[src/swl_cfg.svh]
// Constants of the single-wire register link
`ifndef SWL_CFG_SVH
`define SWL_CFG_SVH
`define SWL_CLK_MHZ       250
`define SWL_CNT_W         20
`define SWL_T_BREAK_US    190
`define SWL_T_RECOVER_US  50
`define SWL_T_START_US    60
`define SWL_T_SAMPLE_US   100
`define SWL_T_STOPSU_US   240
`define SWL_T_BIT_US      3004
`define SWL_CMD_WR_BIT    7
`define SWL_LAST_BIT      3'h7
`define SWL_ADDR_NACH     7'h03
`define SWL_ADDR_BATID    7'h04
`define SWL_ADDR_LMD      7'h05
`define SWL_ADDR_DMF      7'h0A
`define SWL_ADDR_VTS      7'h0C
`define SWL_ADDR_RST      7'h39
`define SWL_RST_BIT       7
`define SWL_ZERO_RST      8'h00
`define SWL_DMF_RST       8'h96
`endif

[src/swl_pkg.sv]
// Types of the single-wire register link
package swl_pkg;
  typedef enum logic [2:0] {
    SWL_IDLE, SWL_RECOVER, SWL_RX_CMD, SWL_RX_DATA, SWL_TURN, SWL_TX
  } swl_state_type;

  typedef struct packed {
    logic          sync1;
    logic          sync2;
    logic          line_d;
    swl_state_type state;
    logic [19:0]   cnt;
    logic [19:0]   low_cnt;
    logic          in_frame;
    logic [2:0]    bit_idx;
    logic [7:0]    shift;
    logic [7:0]    cmd;
    logic          wr_en;
    logic          dq_oe;
  } swl_port_type;

  typedef struct packed {
    logic [7:0] nac_high;
    logic [7:0] batt_id;
    logic [7:0] last_dis;
    logic [7:0] mag_filter;
    logic [7:0] threshold;
    logic       reset_req;
    logic [7:0] rd_data;
  } swl_regs_type;
endpackage

[src/swl_regfile.sv]
// Writable gauge registers reached through the serial link
`timescale 1ns/100ps
`default_nettype none
`include "swl_cfg.svh"
module swl_regfile import swl_pkg::*; (
  input  wire logic       clk_i,
  input  wire logic       rst_b_i,
  input  wire logic       wr_en_i,
  input  wire logic [6:0] addr_i,
  input  wire logic [7:0] wr_data_i,
  input  wire logic [7:0] gauge_data_i,
  output var  logic [7:0] nac_high_o,
  output var  logic [7:0] batt_id_o,
  output var  logic [7:0] last_dis_o,
  output var  logic [7:0] mag_filter_o,
  output var  logic [7:0] threshold_o,
  output var  logic       reset_req_o,
  output var  logic [7:0] rd_data_o
);
  swl_regs_type st;
  swl_regs_type next_st;
  logic         addr_ok;

  always_comb begin
    next_st = st;
    next_st.reset_req = 1'b0;
    addr_ok = 1'b1;
    unique case (addr_i)
      `SWL_ADDR_NACH: next_st.rd_data = st.nac_high;
      `SWL_ADDR_BATID: next_st.rd_data = st.batt_id;
      `SWL_ADDR_LMD: next_st.rd_data = st.last_dis;
      `SWL_ADDR_DMF: next_st.rd_data = st.mag_filter;
      `SWL_ADDR_VTS: next_st.rd_data = st.threshold;
      `SWL_ADDR_RST: next_st.rd_data = `SWL_ZERO_RST;
      default: begin
        // Read-only and unknown indices come from the gauge core
        next_st.rd_data = gauge_data_i;
        addr_ok = 1'b0;
      end
    endcase
    if (wr_en_i && addr_ok) begin
      unique case (addr_i)
        `SWL_ADDR_NACH: next_st.nac_high = wr_data_i;
        `SWL_ADDR_BATID: next_st.batt_id = wr_data_i;
        `SWL_ADDR_LMD: next_st.last_dis = wr_data_i;
        `SWL_ADDR_DMF: next_st.mag_filter = wr_data_i;
        `SWL_ADDR_VTS: next_st.threshold = wr_data_i;
        default: next_st.reset_req = wr_data_i[`SWL_RST_BIT];
      endcase
    end
  end

  always_ff @(posedge clk_i) begin
    if (!rst_b_i) begin
      st <= '{nac_high: `SWL_ZERO_RST, batt_id: `SWL_ZERO_RST, last_dis: `SWL_ZERO_RST,
              mag_filter: `SWL_DMF_RST, threshold: `SWL_ZERO_RST, reset_req: 1'b0,
              rd_data: `SWL_ZERO_RST};
    end else begin
      st <= next_st;
    end
  end

  assign nac_high_o   = st.nac_high;
  assign batt_id_o    = st.batt_id;
  assign last_dis_o   = st.last_dis;
  assign mag_filter_o = st.mag_filter;
  assign threshold_o  = st.threshold;
  assign reset_req_o  = st.reset_req;
  assign rd_data_o    = st.rd_data;
endmodule // swl_regfile
`default_nettype wire

[src/swl_port.sv]
// Return-to-one single-wire serial port of the gauge
`timescale 1ns/100ps
`default_nettype none
`include "swl_cfg.svh"
// Behaviour
// Host pulls line up, or leaves it open
// Command byte leads; then store or send
// Eight-bit streams, at most 333 bits/s
// Bytes travel least significant bit first
// Long low is line reset, then ready
// Transmitter opens each frame driving low
// Bit valid by setup, held through valid
// Release high by stop setup, stay high
// Command loads after eight valid bits only
// Bit seven: zero sends, one writes
// Register index is command bits six..zero
// Writes to unmapped indices are discarded
// After transfer release line, await command
module swl_port import swl_pkg::*; #(
  parameter int BREAK_CYC   = `SWL_T_BREAK_US * `SWL_CLK_MHZ,
  parameter int RECOVER_CYC = `SWL_T_RECOVER_US * `SWL_CLK_MHZ,
  parameter int START_CYC   = `SWL_T_START_US * `SWL_CLK_MHZ,
  parameter int SAMPLE_CYC  = `SWL_T_SAMPLE_US * `SWL_CLK_MHZ,
  parameter int STOPSU_CYC  = `SWL_T_STOPSU_US * `SWL_CLK_MHZ,
  parameter int BIT_CYC     = `SWL_T_BIT_US * `SWL_CLK_MHZ
) (
  input  wire logic       CLK_I,
  input  wire logic       RST_B_I,
  input  wire logic       DQ_I,
  output var  logic       DQ_O,
  output var  logic       DQ_OE_O,
  input  wire logic [7:0] GAUGE_DATA_I,
  output var  logic [6:0] REG_INDEX_O,
  output var  logic [7:0] NAC_HIGH_O,
  output var  logic [7:0] BATTERY_ID_O,
  output var  logic [7:0] LAST_DISCHARGE_O,
  output var  logic [7:0] MAG_FILTER_O,
  output var  logic [7:0] EDV_THRESHOLD_O,
  output var  logic       GAUGE_RESET_O
);
  localparam logic [`SWL_CNT_W-1:0] BREAK_C   = `SWL_CNT_W'(BREAK_CYC);
  localparam logic [`SWL_CNT_W-1:0] RECOVER_C = `SWL_CNT_W'(RECOVER_CYC - 1);
  localparam logic [`SWL_CNT_W-1:0] START_C   = `SWL_CNT_W'(START_CYC);
  localparam logic [`SWL_CNT_W-1:0] SAMPLE_C  = `SWL_CNT_W'(SAMPLE_CYC - 1);
  localparam logic [`SWL_CNT_W-1:0] STOPSU_C  = `SWL_CNT_W'(STOPSU_CYC);
  localparam logic [`SWL_CNT_W-1:0] BIT_C     = `SWL_CNT_W'(BIT_CYC - 1);

  swl_port_type st;
  swl_port_type next_st;
  logic         fall;
  logic         rise;
  logic         sampled;
  logic [7:0]   rx_byte;
  logic [7:0]   rd_data;

  // Open-drain drive: low while the bit frame needs it
  function automatic logic drive_low(input logic [`SWL_CNT_W-1:0] c, input logic b);
    drive_low = (c < START_C) || (!b && c < STOPSU_C);
  endfunction

  assign fall    = st.line_d && !st.sync2;
  assign rise    = !st.line_d && st.sync2;
  assign sampled = st.in_frame && st.cnt == SAMPLE_C;
  assign rx_byte = {st.sync2, st.shift[7:1]};

  always_comb begin
    next_st = st;
    next_st.sync1  = DQ_I;
    next_st.sync2  = st.sync1;
    next_st.line_d = st.sync2;
    next_st.wr_en  = 1'b0;
    // Own drive must not look like a line reset
    if (st.sync2 || st.dq_oe) begin
      next_st.low_cnt = '0;
    end else if (st.low_cnt < BREAK_C) begin
      next_st.low_cnt = st.low_cnt + 1'b1;
    end
    unique case (st.state)
      SWL_IDLE: ;
      SWL_RECOVER: begin
        next_st.cnt = st.cnt + 1'b1;
        if (st.cnt == RECOVER_C) begin
          next_st.state = SWL_RX_CMD;
          next_st.cnt = '0;
        end
      end
      SWL_RX_CMD, SWL_RX_DATA: begin
        if (fall && !st.in_frame) begin
          next_st.in_frame = 1'b1;
          next_st.cnt = '0;
        end else if (sampled) begin
          next_st.in_frame = 1'b0;
          next_st.shift = rx_byte;
          next_st.bit_idx = st.bit_idx + 1'b1;
          if (st.bit_idx == `SWL_LAST_BIT) begin
            next_st.cnt = '0;
            if (st.state == SWL_RX_DATA) begin
              next_st.wr_en = 1'b1;
              next_st.state = SWL_RX_CMD;
            end else begin
              next_st.cmd = rx_byte;
              // Write direction waits for data, read turns the line round
              next_st.state = rx_byte[`SWL_CMD_WR_BIT] ? SWL_RX_DATA : SWL_TURN;
            end
          end
        end else if (st.in_frame) begin
          next_st.cnt = st.cnt + 1'b1;
        end
      end
      SWL_TURN: begin
        // Full bit time lets the host finish its stop section first
        next_st.cnt = st.cnt + 1'b1;
        if (st.cnt == BIT_C) begin
          next_st.state = SWL_TX;
          next_st.cnt = '0;
          next_st.shift = rd_data;
          next_st.bit_idx = '0;
        end
      end
      SWL_TX: begin
        next_st.cnt = st.cnt + 1'b1;
        if (st.cnt == BIT_C) begin
          next_st.cnt = '0;
          next_st.shift = {1'b0, st.shift[7:1]};
          next_st.bit_idx = st.bit_idx + 1'b1;
          if (st.bit_idx == `SWL_LAST_BIT) begin
            next_st.state = SWL_RX_CMD;
          end
        end
      end
    endcase
    next_st.dq_oe = (next_st.state == SWL_TX) && drive_low(next_st.cnt, next_st.shift[0]);
    // A held low beyond the reset time restarts the link from any state
    if (rise && st.low_cnt >= BREAK_C) begin
      next_st.state = SWL_RECOVER;
      next_st.cnt = '0;
      next_st.in_frame = 1'b0;
      next_st.bit_idx = '0;
      next_st.dq_oe = 1'b0;
    end
  end

  always_ff @(posedge CLK_I) begin
    if (!RST_B_I) begin
      st <= '{sync1: 1'b1, sync2: 1'b1, line_d: 1'b1, state: SWL_IDLE, cnt: '0,
              low_cnt: '0, in_frame: 1'b0, bit_idx: '0, shift: '0, cmd: '0,
              wr_en: 1'b0, dq_oe: 1'b0};
    end else begin
      st <= next_st;
    end
  end

  swl_regfile u_regs (
    .clk_i        (CLK_I),
    .rst_b_i      (RST_B_I),
    .wr_en_i      (st.wr_en),
    .addr_i       (st.cmd[6:0]),
    .wr_data_i    (st.shift),
    .gauge_data_i (GAUGE_DATA_I),
    .nac_high_o   (NAC_HIGH_O),
    .batt_id_o    (BATTERY_ID_O),
    .last_dis_o   (LAST_DISCHARGE_O),
    .mag_filter_o (MAG_FILTER_O),
    .threshold_o  (EDV_THRESHOLD_O),
    .reset_req_o  (GAUGE_RESET_O),
    .rd_data_o    (rd_data)
  );

  // Line is only ever pulled low; the pull-up belongs to the host
  assign DQ_O        = 1'b0;
  assign DQ_OE_O     = st.dq_oe;
  assign REG_INDEX_O = st.cmd[6:0];
endmodule // swl_port
`default_nettype wire

[config.mk]
export PLATFORM = sky130hd
export DESIGN_NAME = swl_port
export DESIGN_NICKNAME = d
export VERILOG_FILES = /design/src/swl_pkg.sv /design/src/swl_regfile.sv /design/src/swl_port.sv
export VERILOG_INCLUDE_DIRS = /design/src /design/src/src
export SDC_FILE = /design/constraint.sdc
export NUM_CORES = 1
export LEC_CHECK = 0
export BUFFER_PORTS_ARGS = -buffer_cell sky130_fd_sc_hd__buf_2
export CAP_MARGIN = 20
export CORE_MARGIN = 2
export CORE_UTILIZATION = 25
export DETAILED_ROUTE_END_ITERATION = 6
export GPL_TIMING_DRIVEN = 0
export PLACE_DENSITY = 0.51
export SLEW_MARGIN = 20
export SYNTH_ARGS = -nofsm -noshare
export SYNTH_HDL_FRONTEND = slang
export SYNTH_SLANG_ARGS = --single-unit
[constraint.sdc]
create_clock -name CLK_I -period 5 [get_ports CLK_I]
set_input_delay 0.75 -clock CLK_I [delete_from_list [all_inputs] [get_ports CLK_I]]
set_output_delay 0.75 -clock CLK_I [all_outputs]
set_load 0.01 [all_outputs]
======== Yosys cells after proc, flatten, opt, wreduce, memory -nomap -nowiden ========
Index checks and enable logic that the tools add are counted.
storage, ports and cells
  flip-flop bits (word level) ............. 117
  input bits .............................. 11
  output and inout port bits .............. 50
  word-level logic and storage cells ...... 110
cells by class
  add/subtract/negate cells ............... 3
  magnitude comparators ................... 4
  equality and inequality tests ........... 20
  mux-type cells .......................... 25
  bitwise logic cells ..................... 7
  reductions and logical operators ........ 30
operator list
  cell                                                                 count
  2-to-1 mux 23 bit                                                    4
  case mux 23 bit (4 select lines)                                     1
  2-to-1 mux 20 bit                                                    4
  case mux 8 bit (6 select lines)                                      1
  2-to-1 mux 21 bit                                                    2
  adder 20 x 1 -> 20 bit, second input constant                        2
  < comparator 20 x 16 -> 1 bit, second input constant                 2
  case mux 11 bit (3 select lines)                                     1
  2-to-1 mux 11 bit                                                    2
  equality test 20 x 14 -> 1 bit, second input constant                1
  equality test 20 x 15 -> 1 bit, second input constant                1
  equality test 20 bit, second input constant                          1
  greater-or-equal comparator 20 x 16 -> 1 bit, second input constant  1
  < comparator 20 x 14 -> 1 bit, second input constant                 1
  2-to-1 mux 3 bit                                                     5
  equality test 7 x 3 -> 1 bit, second input constant                  2
  equality test 7 x 4 -> 1 bit, second input constant                  2
  equality test 3 bit, second input constant                           4
  AND reduction 2 bit                                                  6
  AND reduction 5 bit                                                  2
  2-to-1 mux 9 bit                                                     1
  logical AND 1 bit                                                    8
  2-to-1 mux 8 bit                                                     1
  inequality test 2 bit, second input constant                         4
  other kinds (15)                                                     30

======== Longest topological paths before layout ========
Gate-level depths: netlist of run 1.
  depth after elaboration ................. 10
  depth in mapped cells ................... 12
  mapped depth without buffers ............ 11

======== Hierarchy ========
Synthesis of run 1 repeated with hierarchy kept, for this count alone.
unflattened totals
  cell total of the unflattened synthesis .. 654
  area, all modules ....................... 5677.9 um^2
by module, submodules not included
  module       instances  cells each  area an instance (um^2)  seq. area each (um^2)
  swl_port     1          432         3544.6                   1341.3
  swl_regfile  1          222         2133.3                   980.9

======== Least setup slack after synthesis of run 1 ========
OpenSTA, ideal clock, no wires.
  path kind ............................... reg2reg
  start point ............................. register (tool-made name)
  end point ............................... register st, in the netlist DQ_OE_O
  library setup time ...................... 0.091 ns
  data arrival time ....................... 3.064 ns
  data required time ...................... 4.909 ns
  setup slack ............................. 1.845 ns
  stages on the path, launching flop included .. 12
  buffers on the path ..................... 1
  clock period less this slack ............ 3.155 ns
  cell sequence ........................... dfxtp_1 ha_1 or4b_1 or4_4 o31ai_4 and3_1 buf_6 nor2_1 o21ai_0 nand4_1 or4b_1 a311oi_1
RTL lines
  what                  line             text
  to (signal assigned)  swl_port.sv:145  st <= '{sync1: 1'b1, sync2: 1'b1, line_d: 1'b1, state: SWL_IDLE, cnt: '0,
  to (signal assigned)  swl_port.sv:149  st <= next_st;
  to (decl)             swl_port.sv:48   swl_port_type st;

==> results of run 1 <==
==> worst max-delay path, cell delays in order (launching register included) <==
cell and delay [ns]:
dfxtp_1 0.37, ha_1 0.28, nand4bb_1 0.22, or2_2 0.38, nor4_1 0.44, nand2_1 0.21
o21a_1 0.23, a222oi_1 0.63, nor2_1 0.15, or4b_1 0.59, a311oi_1 0.29
==> state kept, by name, indices dropped and copies added (netlist names), 2 cells and up, named ones only <==
signal	count
next_st	2
u_regs.last_dis_o	8
st	47
u_regs.mag_filter_o	8
REG_INDEX_O	7
u_regs.threshold_o	8
rx_byte	7
u_regs.nac_high_o	8
u_regs.rd_data_o	8
u_regs.batt_id_o	8
==> cell usage after synthesis (4+ instances only) <==
| cell type | n | area share |
|---|---|---|
| and3_1 | 14 | 0.016 |
| or4_1 | 4 | 0.0054 |
| buf_4 | 8 | 0.011 |
| o21ai_0 | 24 | 0.022 |
| nor4_1 | 5 | 0.0056 |
| o21ai_1 | 4 | 0.0036 |
| ha_1 | 5 | 0.011 |
| xor2_1 | 10 | 0.016 |
| or2_2 | 4 | 0.0045 |
| nand3_1 | 32 | 0.029 |
| nand4_1 | 13 | 0.015 |
| o22ai_1 | 4 | 0.0045 |
| nand2_1 | 77 | 0.052 |
| a221oi_1 | 8 | 0.013 |
| nand3b_1 | 6 | 0.0081 |
| o211ai_1 | 4 | 0.0054 |
| a41o_1 | 4 | 0.0072 |
| a31oi_1 | 5 | 0.0056 |
| a222oi_1 | 7 | 0.013 |
| nor2_1 | 85 | 0.058 |
| a22oi_1 | 4 | 0.0054 |
| nor2b_1 | 10 | 0.011 |
| nor3_1 | 15 | 0.014 |
| inv_1 | 7 | 0.0047 |
| or3_1 | 5 | 0.0056 |
| clkbuf_1 | 31 | 0.021 |
| and2_1 | 8 | 0.0090 |
| nand2b_1 | 8 | 0.0090 |
| o21a_1 | 4 | 0.0054 |
| dfxtp_1 | 116 | 0.42 |
| a21oi_1 | 50 | 0.045 |
| mux2i_1 | 33 | 0.060 |
==> routing by layer <==
layer / GRT usage / up-vias / wire, microns
met3: 0.0394 / 25 / 1020
met4: 0.0419 / 0 / 270
met2: 0.217 / 157 / 7320
met1: 0.206 / 2455 / 8330
met5: 0 / - / 0
li1: - / 2543 / -
==> report_power, final <==
part / internal, mW / switching (mW)
logic: 0.00849 / 0.0233
clock network: 0.769 / 0.428
registers: 0.930 / 0.00195
==> worst max-delay path by stage <==
| stage | start | to | slack, ns | cells after the start |
|---|---|---|---|---|
| after floorplan | register | DQ_OE_O | 1.84 | 11 |
| after global placement | register | DQ_OE_O | 1.17 | 10 |
| after detailed placement | register | DQ_OE_O | 1.21 | 11 |
| after CTS | register | DQ_OE_O | 1.19 | 11 |
| after global routing | register | DQ_OE_O | 0.87 | 10 |
| final | register | DQ_OE_O | 1.11 | 10 |
==> cell families after synthesis <==
family,Yosys count,synth area share
AOI/OAI and AO/OA,138,0.167
buffers and inverters,55,0.0461
other,1,0.000677
and+or+nand+nor,307,0.279
DFF,116,0.419
xor gates and xnor gates,11,0.0174
adders and majority gates,5,0.0113
muxes,33,0.0597
==> layout make-up <==
cell class | count | area (sq um) | area share
multi-input cells | 495 | 2960 | 0.438
repair buffers | 59 | 295 | 0.0437
clock buffers | 23 | 478 | 0.0707
flip-flops and latches | 116 | 2320 | 0.344
inverters | 8 | 30.0 | 0.00444
plain buffers | 47 | 225 | 0.0333
well taps | 280 | 350 | 0.0518
clock inverters | 8 | 100 | 0.0148
==> metrics by stage <==
stage	power, mW	cells
floorplan	0.968	666
global placement	0.983	1005
detailed placement	0.983	1005
CTS	2.18	1036
global route	2.22	1036
finish	2.16	1036
==> results.json, run 1 <==
{
  "cp-start-kind": "register",
  "synthToLayoutAreaGrowth_pct": 22.1,
  "postPlaceCellArea_sq_mm": 0.00618,
  "rr_endpoint": "DQ_OE_O",
  "rsz0062_at_grt": "no",
  "fin_worst_skew_ns": 0.0108,
  "syn_avg_cell_area_sq_um": 8.31,
  "clkTransAtPathRegs_ns": 0.05,
  "final_cell_mix": "116 x dfxtp_1, 85 x nor2_1, 77 x nand2_1",
  "ctsResizeCount": 0,
  "die_w_microns": 153,
  "synthesis.area_sq_mm": 0.00554,
  "synth_nets": 682,
  "tns_ns": 0,
  "crit_type": "reg -> reg",
  "async_reset_ff_frac": 0,
  "fillers": 2360,
  "num_vias": 5180,
  "fin_area_sq_mm": 0.00676,
  "grt_usage": 0.146,
  "drc": 0,
  "initial_core_util": 0.254,
  "setup_slack_ns": 1.11,
  "finalHoldViolCount": 0,
  "fin_nets": 760,
  "clk_latency_ns": 0.42,
  "required_ns": 5.31,
  "dp_slack_ns": 1.21,
  "ant_nets": 0,
  "post-cts-setup-buffers": 0,
  "rows": 54,
  "fin_crit_sh": 0.778,
  "finalWirelength_mm": 16.9,
  "max_slew_margin": 0.359,
  "place.gp.congestion": 0.846,
  "die_y_microns": 153,
  "dr.pass1.iters": 7,
  "synth_warnings": 0,
  "leakage_nw": 2.63,
  "min_path_type": "reg -> reg",
  "min_delay_path_depth": 1,
  "ys_types": 70,
  "antennaDiodeCount": 0,
  "max_freq_mhz": 257,
  "slew_violations": 0,
  "cp-end-kind": "register",
  "whs_ns": 0.415,
  "postLayoutCoreUtil": 0.311,
  "io_buffers": 59,
  "grt_overflow_total": 0,
  "synth_edf_count": 0,
  "worstMarginPinSlew_ns": 0.954,
  "finalSetupViolCount": 0,
  "synthCells": 666,
  "io_pins": 61,
  "holdPathEnd": "next_st[65]",
  "cts_buffers": 17,
  "vias_per_cell": 5.00,
  "worstPathMaxFanout": 6,
  "peakVddDrop_mv": 0.168,
  "ctsHoldBuffers": 0,
  "root_buffer": "clkbuf_16",
  "reg2reg_depth": 10,
  "max-cap-violations": 0,
  "synth-seq-cells": 116,
  "antenna_found_initial": 0,
  "grt_pass1_wl_mm": 27.3,
  "min_period_ns": 3.89,
  "crit_arrival_ns": 4.20,
  "hold_start": "next_st[66]",
  "rrSetupSlack_ns": 1.11,
  "drt_iter0_markers": 430,
  "yosys_most_used_dff": "dfxtp_1",
  "cts_buffer_depth": 2,
  "dieArea_sq_mm": 0.0234,
  "final_common_cell": "dfxtp_1",
  "grt_max_degree": 17,
  "cts.htree.levels": 4,
  "final_layout_size_suffix_gt1_frac": 0.156,
  "dp_hpwl_mm": 12.1,
  "post_drt_wl_per_cell_microns": 16.4,
  "core_sq_mm": 0.0218,
  "grt_pass1_vias": 4853,
  "clkSinkCount": 116,
  "pwr_density_cell_mw_per_mm2": 320,
  "status": "finished clean",
  "cts_tree": "done",
  "seq_area_frac_synth": 0.419
}
Power figures use the tool's default switching activity.
==> run 2: changes to the inputs <==
- clock period: 5 -> 3.8 ns (I/O delays scaled with it)
==> run 2 against run 1 <==
  * Largest power group unchanged
  * Global-route usage is the same
  * Register-to-register slack worse by 0.95 ns
  * Final cell count grew 0.29%
  * Critical endpoint unchanged
  * Hold slack lost 0.043 ns
  * Combinational power rose by 31%
  * Highest routed layer unchanged
==> results.json, run 2 (same netlist as run 1, synthesis figures left out) <==
{
  "crit_arrival_ns": 3.95,
  "clkTransAtPathRegs_ns": 0.05,
  "wl_met3_mm": 1.20,
  "top_layer": "met4",
  "status": "finished clean",
  "worstPathMaxFanout": 8,
  "slew_violations": 0,
  "fin_crit_sh": 0.957,
  "synthToLayoutAreaGrowth_pct": 23.3,
  "grt_pass1_wl_mm": 27.3,
  "min_period_ns": 3.63,
  "finalSetupViolCount": 0,
  "initial_core_util": 0.254,
  "min_path_type": "in -> reg",
  "wl_met1_mm": 8.12,
  "num_vias": 5191,
  "vias_per_cell": 5.00,
  "largest-register": "st",
  "cts_buffer_depth": 2,
  "dp_hpwl_mm": 12.1,
  "ant_nets": 0,
  "antenna_found_initial": 0,
  "fin_nets": 763,
  "fin_worst_skew_ns": 0.0138,
  "reg2reg_depth": 11,
  "grt_overflow_total": 0,
  "grt_usage": 0.146,
  "max_slew_margin": 0.344,
  "die_w_microns": 153,
  "met2_length_mm": 7.37,
  "cp-start-kind": "register",
  "cts_buffers": 17,
  "die_y_microns": 153,
  "dieArea_sq_mm": 0.0234,
  "max_freq_mhz": 275,
  "grt_max_degree": 17,
  "grt_pass1_vias": 4853,
  "final_cell_mix": "115 x dfxtp_1, 85 x nor2_1, 77 x nand2_1",
  "required_ns": 4.12,
  "drt_iter0_markers": 480,
  "finalHoldViolCount": 0,
  "place.gp.congestion": 0.846,
  "cts.htree.levels": 4,
  "dp_slack_ns": 0.0142,
  "core_sq_mm": 0.0218,
  "whs_ns": 0.371,
  "root_buffer": "clkbuf_16",
  "pwr_density_cell_mw_per_mm2": 416,
  "clk_latency_ns": 0.42,
  "rows": 54,
  "worstMarginPinSlew_ns": 0.977,
  "cts_tree": "done",
  "max-cap-violations": 0,
  "cp-end-kind": "register",
  "dr.pass1.iters": 5,
  "setup_slack_ns": 0.165,
  "final_common_cell": "dfxtp_1",
  "io_pins": 61,
  "min_delay_path_depth": 2,
  "clkSinkCount": 116,
  "largest_reg_flops": 47,
  "final_layout_size_suffix_gt1_frac": 0.165,
  "io_buffers": 59,
  "finalWirelength_mm": 16.9,
  "antennaDiodeCount": 0,
  "post_drt_wl_per_cell_microns": 16.3,
  "crit_type": "reg -> reg",
  "drc": 0,
  "leakage_nw": 2.64,
  "peakVddDrop_mv": 0.220
}
run 2: metal layers:
layer / up-vias / global-route usage
met1: 2447 / 0.206
met5: - / 0
met2: 169 / 0.217
li1: 2549 / -
met3: 26 / 0.0394
met4: 0 / 0.0419
run 2: critical path, stage by stage (launching register included):
cell	delay, ns
dfxtp_1	0.39
ha_4	0.18
or4b_1	0.44
or4_4	0.47
o31ai_4	0.28
buf_4	0.18
nand3_4	0.13
a41o_1	0.28
o21ai_1	0.21
nor2_1	0.10
or4b_1	0.60
a311oi_2	0.28
run 2: power by group:
part	total (mW)	internal (mW)	switching, mW
logic	0.0416	0.0112	0.0304
registers	1.23	1.22	0.00256
clock network	1.58	1.01	0.563
total	2.84	2.25	0.596
run 2: per-stage QoR:
step           setup TNS [ns]  std cells  total power, mW  cell area, sq um  utilization
2_1_floorplan               0        666             1.27              5540            -
3_3_place_gp          -0.0272       1005             1.29              6180        0.284
3_5_place_dp                0       1005             1.29              6180        0.284
4_1_cts                     0       1036             2.86              6760        0.311
5_1_grt               -0.0333       1039             2.93              6830        0.314
6_report                    0       1039             2.84              6830        0.314
run 2: final cells by class:
cell class | instances | area [sq um]
tap | 280 | 350
clock buffer | 23 | 478
clock inverter | 8 | 100
inverter | 8 | 30.0
buffer | 47 | 225
timing repair buffer | 62 | 318
sequential | 116 | 2320
multi-input combinational | 495 | 3000
fill | 2353 | 14900
run 2: final timing paths:
| kind | slack [ns] | start | endpoint |
|---|---|---|---|
| max | 0.17 | register | DQ_OE_O |
| min | 0.37 | DQ_I | next_st[66] |
| max reg2reg | 0.17 | register | DQ_OE_O |
| min reg2reg | 0.41 | next_st[66] | next_st[65] |
run 2: what timing repair did:
item | CTS | global route
setup endpoints to repair | 1 | 1
buffers inserted | 0 | 3
hold buffers | 0 | 0
pin swaps | 0 | 2
resized for setup | 1 | 8
